**config.mk**
```make
export PLATFORM = sky130hd
export DESIGN_NAME = halfbridge_fault_protection
export DESIGN_NICKNAME = d
export VERILOG_FILES = /design/src/halfbridge_fault_pkg.sv /design/src/leg_if.sv /design/src/pin_sync.sv /design/src/halfbridge_leg.sv /design/src/halfbridge_fault_protection.sv
export SDC_FILE = /design/constraint.sdc
export NUM_CORES = 1
export LEC_CHECK = 0
export BUFFER_PORTS_ARGS = -buffer_cell sky130_fd_sc_hd__buf_2
export CELL_PAD_IN_SITES_DETAIL_PLACEMENT = 0
export CELL_PAD_IN_SITES_GLOBAL_PLACEMENT = 1
export CORE_ASPECT_RATIO = 0.9
export CORE_UTILIZATION = 30
export CTS_BUF_LIST = sky130_fd_sc_hd__clkbuf_4 sky130_fd_sc_hd__clkbuf_8
export DETAILED_ROUTE_END_ITERATION = 7
export PLACE_DENSITY = 0.59
export REMOVE_ABC_BUFFERS = 1
export SKIP_LAST_GASP = 1
export SLEW_MARGIN = 10
export SYNTH_ARGS = -nofsm -noshare
export SYNTH_HDL_FRONTEND = slang
export SYNTH_SLANG_ARGS = --single-unit
```
**constraint.sdc**
```tcl
create_clock -name clk_in -period 3 [get_ports clk_in]
set_input_delay 0.6 -clock clk_in [delete_from_list [all_inputs] [get_ports clk_in]]
set_output_delay 0.6 -clock clk_in [all_outputs]
set_load 0.02 [all_outputs]
```
**src/halfbridge_fault_pkg.sv**
```systemverilog
/*
 * Shared constants and types for the half-bridge protection logic.
 * Assumes one 50 MHz clock and pins synchronised before use.
 */
//
// Contract
// - Mode input picks cycle limiting or latching overcurrent handling.
// - In cycle limit mode, overcurrent trims the gates instead of shutting down.
// - In cycle limit mode, a short detection latches that leg off in high impedance.
// - Each of the three legs limits and latches on its own.
// - Low-side overcurrent: low and high gates off until the next PWM cycle.
// - High-side overcurrent: high off, low on until the next PWM cycle.
// - Latching mode: no limiting, any overcurrent latches shutdown at once.
// - Warning output goes low above the warning temperature.
// - Above shutdown temperature: thermal latch, all legs off, fault low.
// - Thermal latch clears only after every leg reset went low then high.
// - Power-on clearing resets overcurrent latches and holds legs off.
// - Supply undervoltage: all legs off and fault low at once.
// - Undervoltage recovery is automatic once supplies are back.
// - Leg reset low forces both gates of that leg off.
// - Leg reset rising edge clears that leg's overcurrent latch.
// - Fault and warning pins encode normal, warning, shutdown, or both.
package halfbridge_fault_pkg;

    localparam int   NUM_LEGS         = 3;
    localparam int   SYNC_STAGES      = 2;
    localparam logic GATE_RESET       = 1'b0;
    localparam logic LATCH_RESET      = 1'b0;
    localparam logic FAULT_RESET      = 1'b1;
    localparam logic WARN_RESET       = 1'b0;
    localparam logic MODE_CYCLE_LIMIT = 1'b1;

    typedef enum logic {
        HEAT_NORMAL,
        HEAT_TRIPPED
    } heat_state_e;

endpackage

```
**src/leg_if.sv**
```systemverilog
/*
 * Per-leg carrier between the protection core and one half-bridge.
 * Assumes every input is already synchronised to clk_in.
 */
`timescale 1ns/1ps
interface leg_if;
    logic pwm_high;
    logic pwm_low;
    logic reset_n;
    logic cycle_start;
    logic oc_high;
    logic oc_low;
    logic short_hit;
    logic limit_mode;
    logic force_hiz;
    logic clear_oc;
    logic gate_high;
    logic gate_low;
    logic oc_latched;
    logic limiting;

    modport core (
        output pwm_high, pwm_low, reset_n, cycle_start, oc_high, oc_low,
               short_hit, limit_mode, force_hiz, clear_oc,
        input  gate_high, gate_low, oc_latched, limiting
    );
    modport leg (
        input  pwm_high, pwm_low, reset_n, cycle_start, oc_high, oc_low,
               short_hit, limit_mode, force_hiz, clear_oc,
        output gate_high, gate_low, oc_latched, limiting
    );
endinterface

```
**src/pin_sync.sv**
```systemverilog
/*
 * Multi-stage level synchroniser for asynchronous pins.
 * Assumes levels only; pulses shorter than one clock may be missed.
 */
`timescale 1ns/1ps
module pin_sync
    import halfbridge_fault_pkg::*;
#(
    parameter int WIDTH  = 1,
    parameter int STAGES = SYNC_STAGES
) (
    input  wire logic             clk_in,
    input  wire logic             reset_n_in,
    input  wire logic [WIDTH-1:0] pin_in,
    output logic      [WIDTH-1:0] level_out
);
    typedef struct packed {
        logic [STAGES-1:0][WIDTH-1:0] stage;
    } sync_state_s;

    sync_state_s st;
    sync_state_s next_st;

    if (STAGES < 2 || WIDTH < 1) begin : g_bad
        $error("pin_sync needs two stages and a width");
    end

    // stage 0 feeds only stage 1
    always_comb begin
        next_st       = st;
        next_st.stage = {st.stage[STAGES-2:0], pin_in};
    end

    always_ff @(posedge clk_in or negedge reset_n_in) begin
        if (!reset_n_in) begin
            st <= '0;
        end else begin
            st <= next_st;
        end
    end

    assign level_out = st.stage[STAGES-1];
endmodule

```
**src/halfbridge_leg.sv**
```systemverilog
/*
 * One half-bridge: overcurrent limiting, latch, and gate steering.
 * Assumes synchronised inputs from the core over leg_if.
 */
`timescale 1ns/1ps
module halfbridge_leg
    import halfbridge_fault_pkg::*;
(
    input  wire logic clk_in,
    input  wire logic reset_n_in,
    leg_if.leg        link
);
    typedef struct packed {
        logic reset_prev;
        logic high_cut;
        logic low_cut;
        logic low_force;
        logic oc_latched;
        logic gate_high;
        logic gate_low;
    } leg_state_s;

    leg_state_s st;
    leg_state_s next_st;
    logic       rise;
    logic       trip;
    logic       hiz;

    always_comb begin
        next_st            = st;
        next_st.reset_prev = link.reset_n;
        rise = link.reset_n & ~st.reset_prev;
        // latching mode trips on either overcurrent hit, limit mode only on a short
        trip = link.limit_mode ? link.short_hit
                               : (link.oc_high | link.oc_low);
        if (link.clear_oc) begin
            next_st.oc_latched = 1'b0;
        end else if (trip) begin
            next_st.oc_latched = 1'b1;
        end else if (rise) begin
            next_st.oc_latched = 1'b0;
        end
        if (link.limit_mode) begin
            if (link.cycle_start) begin
                next_st.high_cut  = 1'b0;
                next_st.low_cut   = 1'b0;
                next_st.low_force = 1'b0;
            end
            // set after clear: a hit on the boundary is kept
            if (link.oc_low) begin
                next_st.high_cut = 1'b1;
                next_st.low_cut  = 1'b1;
            end
            if (link.oc_high) begin
                next_st.high_cut  = 1'b1;
                next_st.low_force = 1'b1;
            end
        end else begin
            next_st.high_cut  = 1'b0;
            next_st.low_cut   = 1'b0;
            next_st.low_force = 1'b0;
        end
        hiz = ~link.reset_n | link.force_hiz | next_st.oc_latched;
        // both commands at once drive neither gate unless low_force holds the low one: no shoot-through
        next_st.gate_high = ~hiz & link.pwm_high & ~link.pwm_low
                            & ~next_st.high_cut;
        next_st.gate_low  = ~hiz & ~next_st.low_cut
                            & (next_st.low_force
                               | (link.pwm_low & ~link.pwm_high));
    end

    always_ff @(posedge clk_in or negedge reset_n_in) begin
        if (!reset_n_in) begin
            st <= '{reset_prev: 1'b0, high_cut: 1'b0, low_cut: 1'b0,
                    low_force: 1'b0, oc_latched: LATCH_RESET,
                    gate_high: GATE_RESET, gate_low: GATE_RESET};
        end else begin
            st <= next_st;
        end
    end

    assign link.gate_high  = st.gate_high;
    assign link.gate_low   = st.gate_low;
    assign link.oc_latched = st.oc_latched;
    assign link.limiting   = st.high_cut | st.low_cut | st.low_force;
endmodule

```
**src/halfbridge_fault_protection.sv**
```systemverilog
/*
 * Protection core for a three half-bridge power stage: pin sync,
 * thermal latch, undervoltage and power-on hold, fault reporting.
 * Assumes asynchronous pins from comparators and the controller; the
 * controller sees fault and warning as open-drain, low when driven.
 */
`timescale 1ns/1ps
module halfbridge_fault_protection
    import halfbridge_fault_pkg::*;
(
    input  wire logic                clk_in,
    input  wire logic                reset_n_in,
    input  wire logic [NUM_LEGS-1:0] pwm_high_in,
    input  wire logic [NUM_LEGS-1:0] pwm_low_in,
    input  wire logic [NUM_LEGS-1:0] bridge_reset_n_in,
    input  wire logic                pwm_cycle_in,
    input  wire logic                cycle_limit_mode_in,
    input  wire logic [NUM_LEGS-1:0] oc_high_in,
    input  wire logic [NUM_LEGS-1:0] oc_low_in,
    input  wire logic [NUM_LEGS-1:0] short_hit_in,
    input  wire logic                temp_warn_in,
    input  wire logic                temp_shutdown_in,
    input  wire logic                supply_ok_in,
    input  wire logic                power_good_in,
    output logic      [NUM_LEGS-1:0] gate_high_out,
    output logic      [NUM_LEGS-1:0] gate_low_out,
    output logic      [NUM_LEGS-1:0] overcurrent_event_out,
    output logic      [NUM_LEGS-1:0] limiting_out,
    output logic                     thermal_shutdown_out,
    output logic                     undervoltage_guard_out,
    output logic                     fault_n_out,
    output logic                     fault_oe_out,
    output logic                     heat_warning_n_out,
    output logic                     heat_warning_oe_out
);
    localparam int PIN_BITS = 6 * NUM_LEGS + 6;

    typedef struct packed {
        heat_state_e         heat;
        logic                cycle_prev;
        logic [NUM_LEGS-1:0] went_low;
        logic [NUM_LEGS-1:0] came_back;
        logic                fault;
        logic                warn;
        logic                uv;
    } core_state_s;

    core_state_s st;
    core_state_s next_st;

    logic [NUM_LEGS-1:0] pwm_high_s;
    logic [NUM_LEGS-1:0] pwm_low_s;
    logic [NUM_LEGS-1:0] reset_s;
    logic [NUM_LEGS-1:0] oc_high_s;
    logic [NUM_LEGS-1:0] oc_low_s;
    logic [NUM_LEGS-1:0] short_s;
    logic                cycle_s;
    logic                mode_s;
    logic                warn_s;
    logic                hot_s;
    logic                supply_ok_s;
    logic                power_good_s;
    logic [NUM_LEGS-1:0] oc_vec;
    logic [NUM_LEGS-1:0] lim_vec;
    logic [NUM_LEGS-1:0] gh_vec;
    logic [NUM_LEGS-1:0] gl_vec;
    logic                por;
    logic                uv;
    logic                tripped;
    logic                all_off;
    logic                cycle_start;
    logic                force_hiz;
    logic                fault_cause;

    if (NUM_LEGS != 3) begin : g_bad_legs
        $error("protection core is built for three legs");
    end

    // every pin, including the mode strap, is treated as asynchronous
    pin_sync #(
        .WIDTH  (PIN_BITS),
        .STAGES (SYNC_STAGES)
    ) u_sync (
        .clk_in     (clk_in),
        .reset_n_in (reset_n_in),
        .pin_in     ({pwm_high_in, pwm_low_in, bridge_reset_n_in,
                      oc_high_in, oc_low_in, short_hit_in,
                      pwm_cycle_in, cycle_limit_mode_in, temp_warn_in,
                      temp_shutdown_in, supply_ok_in, power_good_in}),
        .level_out  ({pwm_high_s, pwm_low_s, reset_s,
                      oc_high_s, oc_low_s, short_s,
                      cycle_s, mode_s, warn_s,
                      hot_s, supply_ok_s, power_good_s})
    );

    assign por         = ~power_good_s;
    assign uv          = ~supply_ok_s;
    assign tripped     = (st.heat == HEAT_TRIPPED);
    assign cycle_start = cycle_s & ~st.cycle_prev;
    // a hot reading blocks the legs before the latch registers
    assign force_hiz   = tripped | hot_s | uv | por;
    assign fault_cause = (|oc_vec) | force_hiz;

    for (genvar i = 0; i < NUM_LEGS; i++) begin : g_leg
        leg_if bus ();

        assign bus.pwm_high    = pwm_high_s[i];
        assign bus.pwm_low     = pwm_low_s[i];
        assign bus.reset_n     = reset_s[i];
        assign bus.cycle_start = cycle_start;
        assign bus.oc_high     = oc_high_s[i];
        assign bus.oc_low      = oc_low_s[i];
        assign bus.short_hit   = short_s[i];
        assign bus.limit_mode  = (mode_s == MODE_CYCLE_LIMIT);
        assign bus.force_hiz   = force_hiz;
        assign bus.clear_oc    = por;

        halfbridge_leg u_leg (
            .clk_in     (clk_in),
            .reset_n_in (reset_n_in),
            .link       (bus)
        );

        assign gh_vec[i]  = bus.gate_high;
        assign gl_vec[i]  = bus.gate_low;
        assign oc_vec[i]  = bus.oc_latched;
        assign lim_vec[i] = bus.limiting;

    end

    always_comb begin
        next_st            = st;
        next_st.cycle_prev = cycle_s;
        next_st.uv         = uv | por;
        next_st.warn       = warn_s;
        next_st.fault      = fault_cause;
        case (st.heat)
            HEAT_NORMAL: begin
                next_st.went_low  = '0;
                next_st.came_back = '0;
                if (hot_s) begin
                    next_st.heat = HEAT_TRIPPED;
                end
            end
            HEAT_TRIPPED: begin
                // each leg must show low, then high, in that order
                next_st.went_low  = st.went_low | ~reset_s;
                next_st.came_back = st.came_back
                                    | (st.went_low & reset_s);
                if (&st.came_back && !hot_s) begin
                    next_st.heat = HEAT_NORMAL;
                end
            end
            default: begin
                next_st.heat = HEAT_TRIPPED;
            end
        endcase
    end

    always_ff @(posedge clk_in or negedge reset_n_in) begin
        if (!reset_n_in) begin
            st <= '{heat: HEAT_NORMAL, cycle_prev: 1'b0, went_low: '0,
                    came_back: '0, fault: FAULT_RESET, warn: WARN_RESET,
                    uv: FAULT_RESET};
        end else begin
            st <= next_st;
        end
    end

    assign all_off                = ~(|gh_vec) & ~(|gl_vec);
    assign gate_high_out          = gh_vec;
    assign gate_low_out           = gl_vec;
    assign overcurrent_event_out  = oc_vec;
    assign limiting_out           = lim_vec;
    assign thermal_shutdown_out   = tripped;
    assign undervoltage_guard_out = st.uv;
    // open drain: enable pulls the line low, release lets it float high
    assign fault_n_out            = ~st.fault;
    assign fault_oe_out           = st.fault;
    assign heat_warning_n_out     = ~st.warn;
    assign heat_warning_oe_out    = st.warn;
endmodule

```
Word-level counts from Yosys, hierarchy flattened
Cells that the tools add are included.
Operators by class
  mux-type cells: 31
  bitwise logic cells: 76
  reductions and logical operators: 4
Operators by type and width (count)
  NOT 1 bit: 27
  OR 1 bit: 23
  AND 1 bit: 22
  two-way mux 1 bit: 20
  two-way mux 3 bit: 6
  one-hot mux 6 bit (2 select lines): 1
  two-way mux 2 bit: 3
  OR 3 bit: 2
  AND 3 bit: 1
  NOT 3 bit: 1
  AND reduction 3 bit: 1
  OR reduction 3 bit: 1
  one-hot mux 1 bit (2 select lines): 1
  logical AND 1 bit: 1
  zero test 1 bit: 1
Word-level totals
  register bits: 80
  input bits: 26
  output and inout port bits: 18
  word-level logic and storage cells: 141

Logic depth before layout (Yosys ltp)
Gate-level depths: netlist of the first run.
  word-level depth: 10
  depth in mapped cells: 5
  mapped depth without buffers: 4

Modules after synthesis
Synthesis of the first run repeated with hierarchy kept, for this count alone.
Unflattened totals
  cell total of the unflattened synthesis: 181
  area, all modules: 2633.8 µm²
By module, submodules not included
  pin_sync: instances 1, cells each 48, area an instance 1201.2 µm², sequential area each 1201.2 µm²
  halfbridge_leg: instances 3, cells each 29, area an instance 314.1 µm², sequential area each 175.2 µm²
  halfbridge_fault_protection: instances 1, cells each 46, area an instance 490.5 µm², sequential area each 277.8 µm²

Least setup slack after synthesis of the first run
OpenSTA, ideal clock, no wires.
  path kind: register -> output
  start: register g_leg[1].u_leg.st[5] (netlist name)
  end: output port limiting_out[1]
  arrival time: 0.859 ns
  data required time: 2.400 ns
  path slack: 1.541 ns
  cell stages (with the launch flop): 3
  buffers on the path: 1
  cell sequence: dfrtp_1 or3_1 buf_4
On the way
  cells in the longest elaborated chain, start to end: 2
Ends and longest elaborated chain
  start: declaration: line halfbridge_leg.sv:23  | leg_state_s st;
  start signal: assignment: line halfbridge_leg.sv:74  | st <= '{reset_prev: 1'b0, high_cut: 1'b0, low_cut: 1'b0,
  start signal: assignment: line halfbridge_leg.sv:78  | st <= next_st;
  OR 1 bit (2 in a row): line halfbridge_leg.sv:85  | assign link.limiting = st.high_cut | st.low_cut | st.low_force;
  end: declaration: line halfbridge_fault_protection.sv:28  | output logic [NUM_LEGS-1:0] limiting_out,
Every way passes these cells.

Worst setup path after layout of the first run
Ends and elaborated chain as after synthesis.

==> summary.md, run 1 <==
| Metric | Value |
|---|---|
| Outcome | `complete, no violations` |
| # fillers | `~780` |
| Power per standard cell area | `between 700 and 800 nW/um2` |
| Total track usage | `0.104` |
| CP Launch Type | `flop` |
| Routed WL | `between 3000 and 4000 um` |
| Clock Skew | `0.00741 ns` |
| Final ANT Viol Nets | `0` |
| Setup TNS | `0 ns` |
| WL/cell | `12.9 um` |
| Rel. slew slack | `0.361` |
| Post-CTS Resized | `0` |
| Most frequent cells in the layout | `dfrtp_1 (78), buf_2 (42), clkbuf_8 (11)` |
| Leakage | `1.41 nW` |
| Worst-Margin Slew | `0.958 ns` |
| Top Ports | `between 40 and 50` |
| Die area | `~8800 um2` |
| HP Class | `flop to flop` |
| Post-synth EDFFs | `0` |
| Final setup margin | `around 1.1 ns` |
| Pre-CTS setup slack | `between 1 and 1.5 ns` |
| Most common cell after layout, fill and taps aside | `dfrtp_1` |
| Register-to-Register Setup Slack | `between 1.5 and 2 ns` |
| Top_reg_cell synth | `dfrtp_1` |
| Starting Density | `0.313` |
| Final Hold Viols | `0` |
| Worst-path clk slew | `roughly 0.080 ns` |
| Die Y-Extent | `about 89 um` |
| TritonCTS clock tree | `done` |
| Crit path kind | `flop to primary output` |
| Crit-path slowest cell | `or3_1` |
| Area post-placement | `2780 um2` |
| Via Count | `1323` |
| Post-route design area | `about 3000 um2` |
| Clock Tree Root | `clkbuf_8` |
| Diode count | `0` |
| Kind of end point of the critical path | `primary output` |
| Post-Layout Cell Count | `between 300 and 400` |
| Final core utilization | `0.372` |
| Final Critical Period | `roughly 1.9 ns` |
| Share of layout cells above drive strength 1 | `0.314` |
| Core Region | `about 8000 um2` |
| Gp weighted congestion | `approximately 0.67` |
| CP peak stage delay | `just under 0.4 ns` |
| Drt first-iter violations | `66` |
| Clk_lat worst skew | `0.34 ns` |
| IO Port Bufs | `43` |
| Htree depth | `3` |
| Sequential fraction of the synthesis area | `0.790` |
| Final Cycle Share | `0.630` |
| DR pass1 iterations | `4` |
| Final HPWL DP | `2680 um` |
| Syn-to-layout area delta | `18.9%` |
| Distinct cell type count after synthesis | `29` |
| CP Cell Sequence | `or3_1, buf_2` |
| Crit path DAT | `approximately 1.3 ns` |
| Final Max Slew Viols | `0` |
| CTS Sinks | `80` |
| Worst path required time | `roughly 2.4 ns` |
| Largest net degree at the start of global routing | `81` |
| RSZ-0062 raised after global routing | `false` |
| Drt drc | `0` |
| Yosys reg bits | `80` |
| Num CTS Buffers | `9` |
| Fmax | `529 MHz` |
| Placed Cells | `between 200 and 300` |
| GRT overflow | `0` |
| Hold bufs inserted after CTS | `0` |
| Mapped cell area | `~2500 um2` |
| Clock Tree Buf Depth | `2` |
| Avg Inst Size Synth | `roughly 15 um2` |
| Final nets | `about 230` |
| Core Rows | `31` |
| Cells after Synth | `approximately 170` |
| Synth warn | `0` |
| Final setup vio count | `0` |
| Number of global-route vias before repair | `1329` |
| Vias per cell | `4.28` |
| Ys async rst share | `1.00` |
| VDD IR max | `about 0.00024 V` |
| CP Max Fanout | `2` |
| Setup Buffers After CTS | `0` |
| Global-route wire length before repair | `~6700 um` |
| Max-cap viol count | `0` |
| Initial antenna violation count | `0` |
| Die W | `approximately 100 um` |
flip-flops by register name, summed over array words and instances, names as in the netlist:
name                         cells
undervoltage_guard_out           1
thermal_shutdown_out             1
g_leg.u_leg.link.oc_latched      3
u_sync.next_st                  24
fault_oe_out                     1
u_sync.level_out                24
heat_warning_oe_out              1
g_leg.u_leg.link.gate_low        3
g_leg.u_leg.link.gate_high       3
st                               7
g_leg.u_leg.st                  12
layout make-up:
| type | instances | area [um2] | area share |
|---|---|---|---|
| flip-flops and latches | 80 | 2000 | 0.664 |
| multi-input cells | 63 | 403 | 0.134 |
| repair buffers | 43 | 218 | 0.0722 |
| clock buffers | 11 | 151 | 0.0502 |
| well taps | 99 | 124 | 0.0411 |
| clock inverters | 5 | 86.3 | 0.0286 |
| inverters | 8 | 30.0 | 0.00995 |
cell families after synthesis:
group | count (synthesis) | share of synthesized area
AND/OR/NAND/NOR | 36 | 0.0893
flip-flops | 80 | 0.790
AO/OA/AOI/OAI | 27 | 0.0696
buffers and inverters | 22 | 0.0508
worst max-delay path: cells and delay by family (launching register included):
family	cells	cell delay [ns]
AND/OR/NAND/NOR	1	0.39
flip-flops	1	0.38
buffers and inverters	1	0.18
worst paths after layout:
kind / cells after the start / start / end
max: 2 / g_leg[1].u_leg.st[5] / limiting_out[1]
min: 0 / u_sync.next_st[35] / u_sync.level_out[11]
max reg2reg: 4 / u_sync.level_out[4] / g_leg[2].u_leg.link.gate_low
min reg2reg: 0 / u_sync.next_st[35] / u_sync.level_out[11]
max in group asynchronous: 1 / reset_n_in / u_sync.next_st[36]
min in group asynchronous: 1 / reset_n_in / u_sync.level_out[6]
cell usage after synthesis, types with 2 or more instances:
| cell type | number | share of area |
|---|---|---|
| dfrtp_1 | 78 | 0.77 |
| buf_4 | 12 | 0.036 |
| a21oi_1 | 9 | 0.018 |
| nor2_1 | 9 | 0.013 |
| inv_1 | 8 | 0.012 |
| or3_1 | 6 | 0.015 |
| nand2_1 | 5 | 0.0074 |
| nor2b_1 | 4 | 0.0099 |
| o21ai_0 | 4 | 0.0079 |
| a211oi_1 | 3 | 0.0089 |
| o21a_1 | 3 | 0.0089 |
| a21boi_0 | 2 | 0.0059 |
| dfstp_2 | 2 | 0.021 |
| nand4_1 | 2 | 0.0049 |
| nor3b_1 | 2 | 0.0059 |
| nor4b_2 | 2 | 0.012 |
| o22ai_1 | 2 | 0.0049 |
report_power, final:
group          leakage (nW)  internal [mW]  switching [mW]
sequential            0.946           1.17          0.0627
clock                 0.121          0.521           0.372
combinational         0.348         0.0694          0.0870
total                  1.41           1.76           0.522
per-layer routing:
layer  vias up  routed length (um)  global-route usage  share of wire
met3         7                 217              0.0493          0.054
met2        35                1790               0.150           0.45
li1        620                   -                   -              -
met1       661                1940               0.133           0.49
met5         -                   0                   0              0
met4         0                  43              0.0529          0.011
metrics by stage:
step	hold WS, ns	power, mW
4_1_cts	0.328	2.32
3_5_place_dp	0.335	1.42
6_report	0.351	2.28
3_3_place_gp	0.334	1.41
2_1_floorplan	0.304	1.33
5_1_grt	0.320	2.40
No activity file was read; power rests on OpenSTA's default activity.
==> run 2: changes to the inputs <==
clock period = 1.8 ns   (was 3 ns; I/O delays follow)
==> run 2 against run 1 <==
Effect of this change:
- global-route usage grew 0.55 points
- clock power grew 53%
- non-clock buffer count grew 2
- sequential share of layout area shrank 0.14 points
- clock skew is essentially flat
- worst setup slack lost 0.96 ns
- clock-buffer cell count is the same
- die area is the same
- design area grew 0.21%
- hold slack lost 0.24 ns
- critical endpoint unchanged
- largest power group unchanged
==> summary.md, run 2 (synthesis results as in run 1) <==
| Metric | Value |
|---|---|
| HP Class | `primary input to flop` |
| Number of global-route vias before repair | `1373 (+3.3%)` |
| Final Critical Period | `1.65 ns` |
| Setup TNS | `0 ns (unchanged)` |
| WL/cell | `13.5 um (+4.1%)` |
| Crit-path slowest cell | `or3_1` |
| RSZ-0062 raised after global routing | `false` |
| Top Ports | `44 (unchanged)` |
| Clk_lat worst skew | `0.34 ns (about the same)` |
| Setup crit end | `limiting_out[1]` |
| Fmax | `approximately 610 MHz` |
| R2R Path Start | `u_sync.level_out[4]` |
| TritonCTS clock tree | `done` |
| Final Cycle Share | `0.918` |
| Clock Skew | `0.00744 ns (+0.0000359 ns)` |
| Worst-Margin Slew | `0.457 ns (-0.501 ns)` |
| Total track usage | `0.110 (+0.00551)` |
| Die W | `98.9 um (unchanged)` |
| Core Region | `8110 um2 (unchanged)` |
| Routed WL | `4190 um (+4.8%)` |
| Final Max Slew Viols | `0 (unchanged)` |
| GRT overflow | `0 (unchanged)` |
| Clock Tree Buf Depth | `2 (unchanged)` |
| Final ANT Viol Nets | `0 (unchanged)` |
| Htree depth | `3 (unchanged)` |
| IO Port Bufs | `43 (unchanged)` |
| CTS Sinks | `80 (unchanged)` |
| Final Hold Viols | `0 (unchanged)` |
| DR pass1 iterations | `6 (+2)` |
| Max-cap viol count | `0 (unchanged)` |
| Total Power | `3.70 mW (+62%)` |
| Worst path required time | `1.44 ns (-0.96 ns)` |
| Setup Buffers After CTS | `0 (unchanged)` |
| Clock Tree Root | `clkbuf_8` |
| Most common cell after layout, fill and taps aside | `dfrtp_1` |
| Most frequent cells in the layout | `dfrtp_1 (78), buf_2 (42), clkbuf_8 (11)` |
| Kind of end point of the critical path | `primary output` |
| Starting Density | `0.313 (unchanged)` |
| Diode count | `0 (unchanged)` |
| Crit path kind | `flop to primary output` |
| Final setup vio count | `0 (unchanged)` |
| Core Rows | `31 (unchanged)` |
| CP peak stage delay | `0.40 ns (about the same)` |
| Die Y-Extent | `89.2 um (unchanged)` |
| Worst Reg-to-Reg Cells | `4 (unchanged)` |
| Final hold slack | `0.113 ns (-0.238 ns)` |
| Final nets | `233 (+0.87%)` |
| Syn-to-layout area delta | `19.2%` |
| CP Launch Type | `flop` |
| Largest net degree at the start of global routing | `55 (-32%)` |
| CP Cell Sequence | `or3_1, buf_2` |
| Reg2reg end | `g_leg[1].u_leg.link.gate_high` |
| Crit path from | `g_leg[1].u_leg.st[5]` |
| Gp weighted congestion | `0.718 (+6.5%)` |
| Drt drc | `0 (unchanged)` |
| Vias per cell | `4.15 (-3.0%)` |
| Global-route wire length before repair | `6840 um (+2.8%)` |
| Register-to-Register Setup Slack | `0.38 ns (-1.15 ns)` |
| Share of layout cells above drive strength 1 | `0.316 (+0.00175)` |
| Final HPWL DP | `2840 um (+6.1%)` |
| CP Max Fanout | `2 (unchanged)` |
| Num CTS Buffers | `9 (unchanged)` |
| Via Count | `1291 (-2.4%)` |
| Die area | `8830 um2 (unchanged)` |
| Drt first-iter violations | `55 (-17%)` |
| Power per standard cell area | `1220 nW/um2 (+62%)` |
| VDD IR max | `0.000435 V (+81%)` |
| Final core utilization | `0.373 (+0.000772)` |
| Initial antenna violation count | `0 (unchanged)` |
| Leakage | `1.41 nW (-0.31%)` |
| Crit path DAT | `1.29 ns (about the same)` |
| Rel. slew slack | `0.695 (+0.334)` |
| Outcome | `complete, no violations` |
| Worst-path clk slew | `0.08 ns (about the same)` |
run 2: cell count changes in the layout (fill, tap and decap cells not counted):
cell	before	now
clkinvlp_4	0	2
buf_12	0	1
bufinv_16	2	1
clkinv_4	1	0
dlygate4sd3_1	0	1
run 2: area by class of cell:
class                           count  area [um2]
Clock buffer                       11         151
Clock inverter                      5        62.6
Fill cell                         784        5080
Inverter                            8        30.0
Multi-Input combinational cell     63         403
Sequential cell                    80        2000
Tap cell                           99         124
Timing Repair Buffer               45         248
run 2: metal layers:
layer  GRT usage  share of wire  up-vias
met3      0.0602          0.060        7
met5           0              0        -
met4      0.0448          0.011        0
met1       0.146           0.50      624
li1            -              -      624
met2       0.148           0.43       36
run 2: worst min path at each step:
stage / from / end / depth (start not counted)
2_1_floorplan: reset_n_in / g_leg[0].u_leg.link.gate_high / 0
3_3_place_gp: reset_n_in / u_sync.level_out[21] / 1
3_5_place_dp: reset_n_in / u_sync.level_out[18] / 1
4_1_cts: bridge_reset_n_in[1] / u_sync.next_st[40] / 1
5_1_grt: bridge_reset_n_in[2] / u_sync.next_st[41] / 1
6_report: bridge_reset_n_in[1] / u_sync.next_st[40] / 1
run 2: where the power goes:
part           switching [mW]  internal, mW
Combinational           0.147         0.122
Clock                   0.645         0.726
Sequential              0.108          1.95
run 2: per-stage QoR:
step | worst slack, ns | area [um2] | cells
6_report | 0.147 | 3020 | 311
5_1_grt | 0.0775 | 3020 | 311
4_1_cts | 0.110 | 3020 | 311
3_5_place_dp | 0.360 | 2800 | 294
3_3_place_gp | 0.388 | 2800 | 294
2_1_floorplan | 0.530 | 2440 | 151
run 2: timing repair:
item | CTS | global route
gates resized for setup | 0 | 0
endpoints found under the hold margin | 26 | 0
hold buffers | 1 | 0
run 2: worst max-delay path: cells and delay by family, from the launching register on:
family	cells	cell delay, ns
buffers and inverters	1	0.17
AND/OR/NAND/NOR	1	0.40
flip-flops	1	0.38
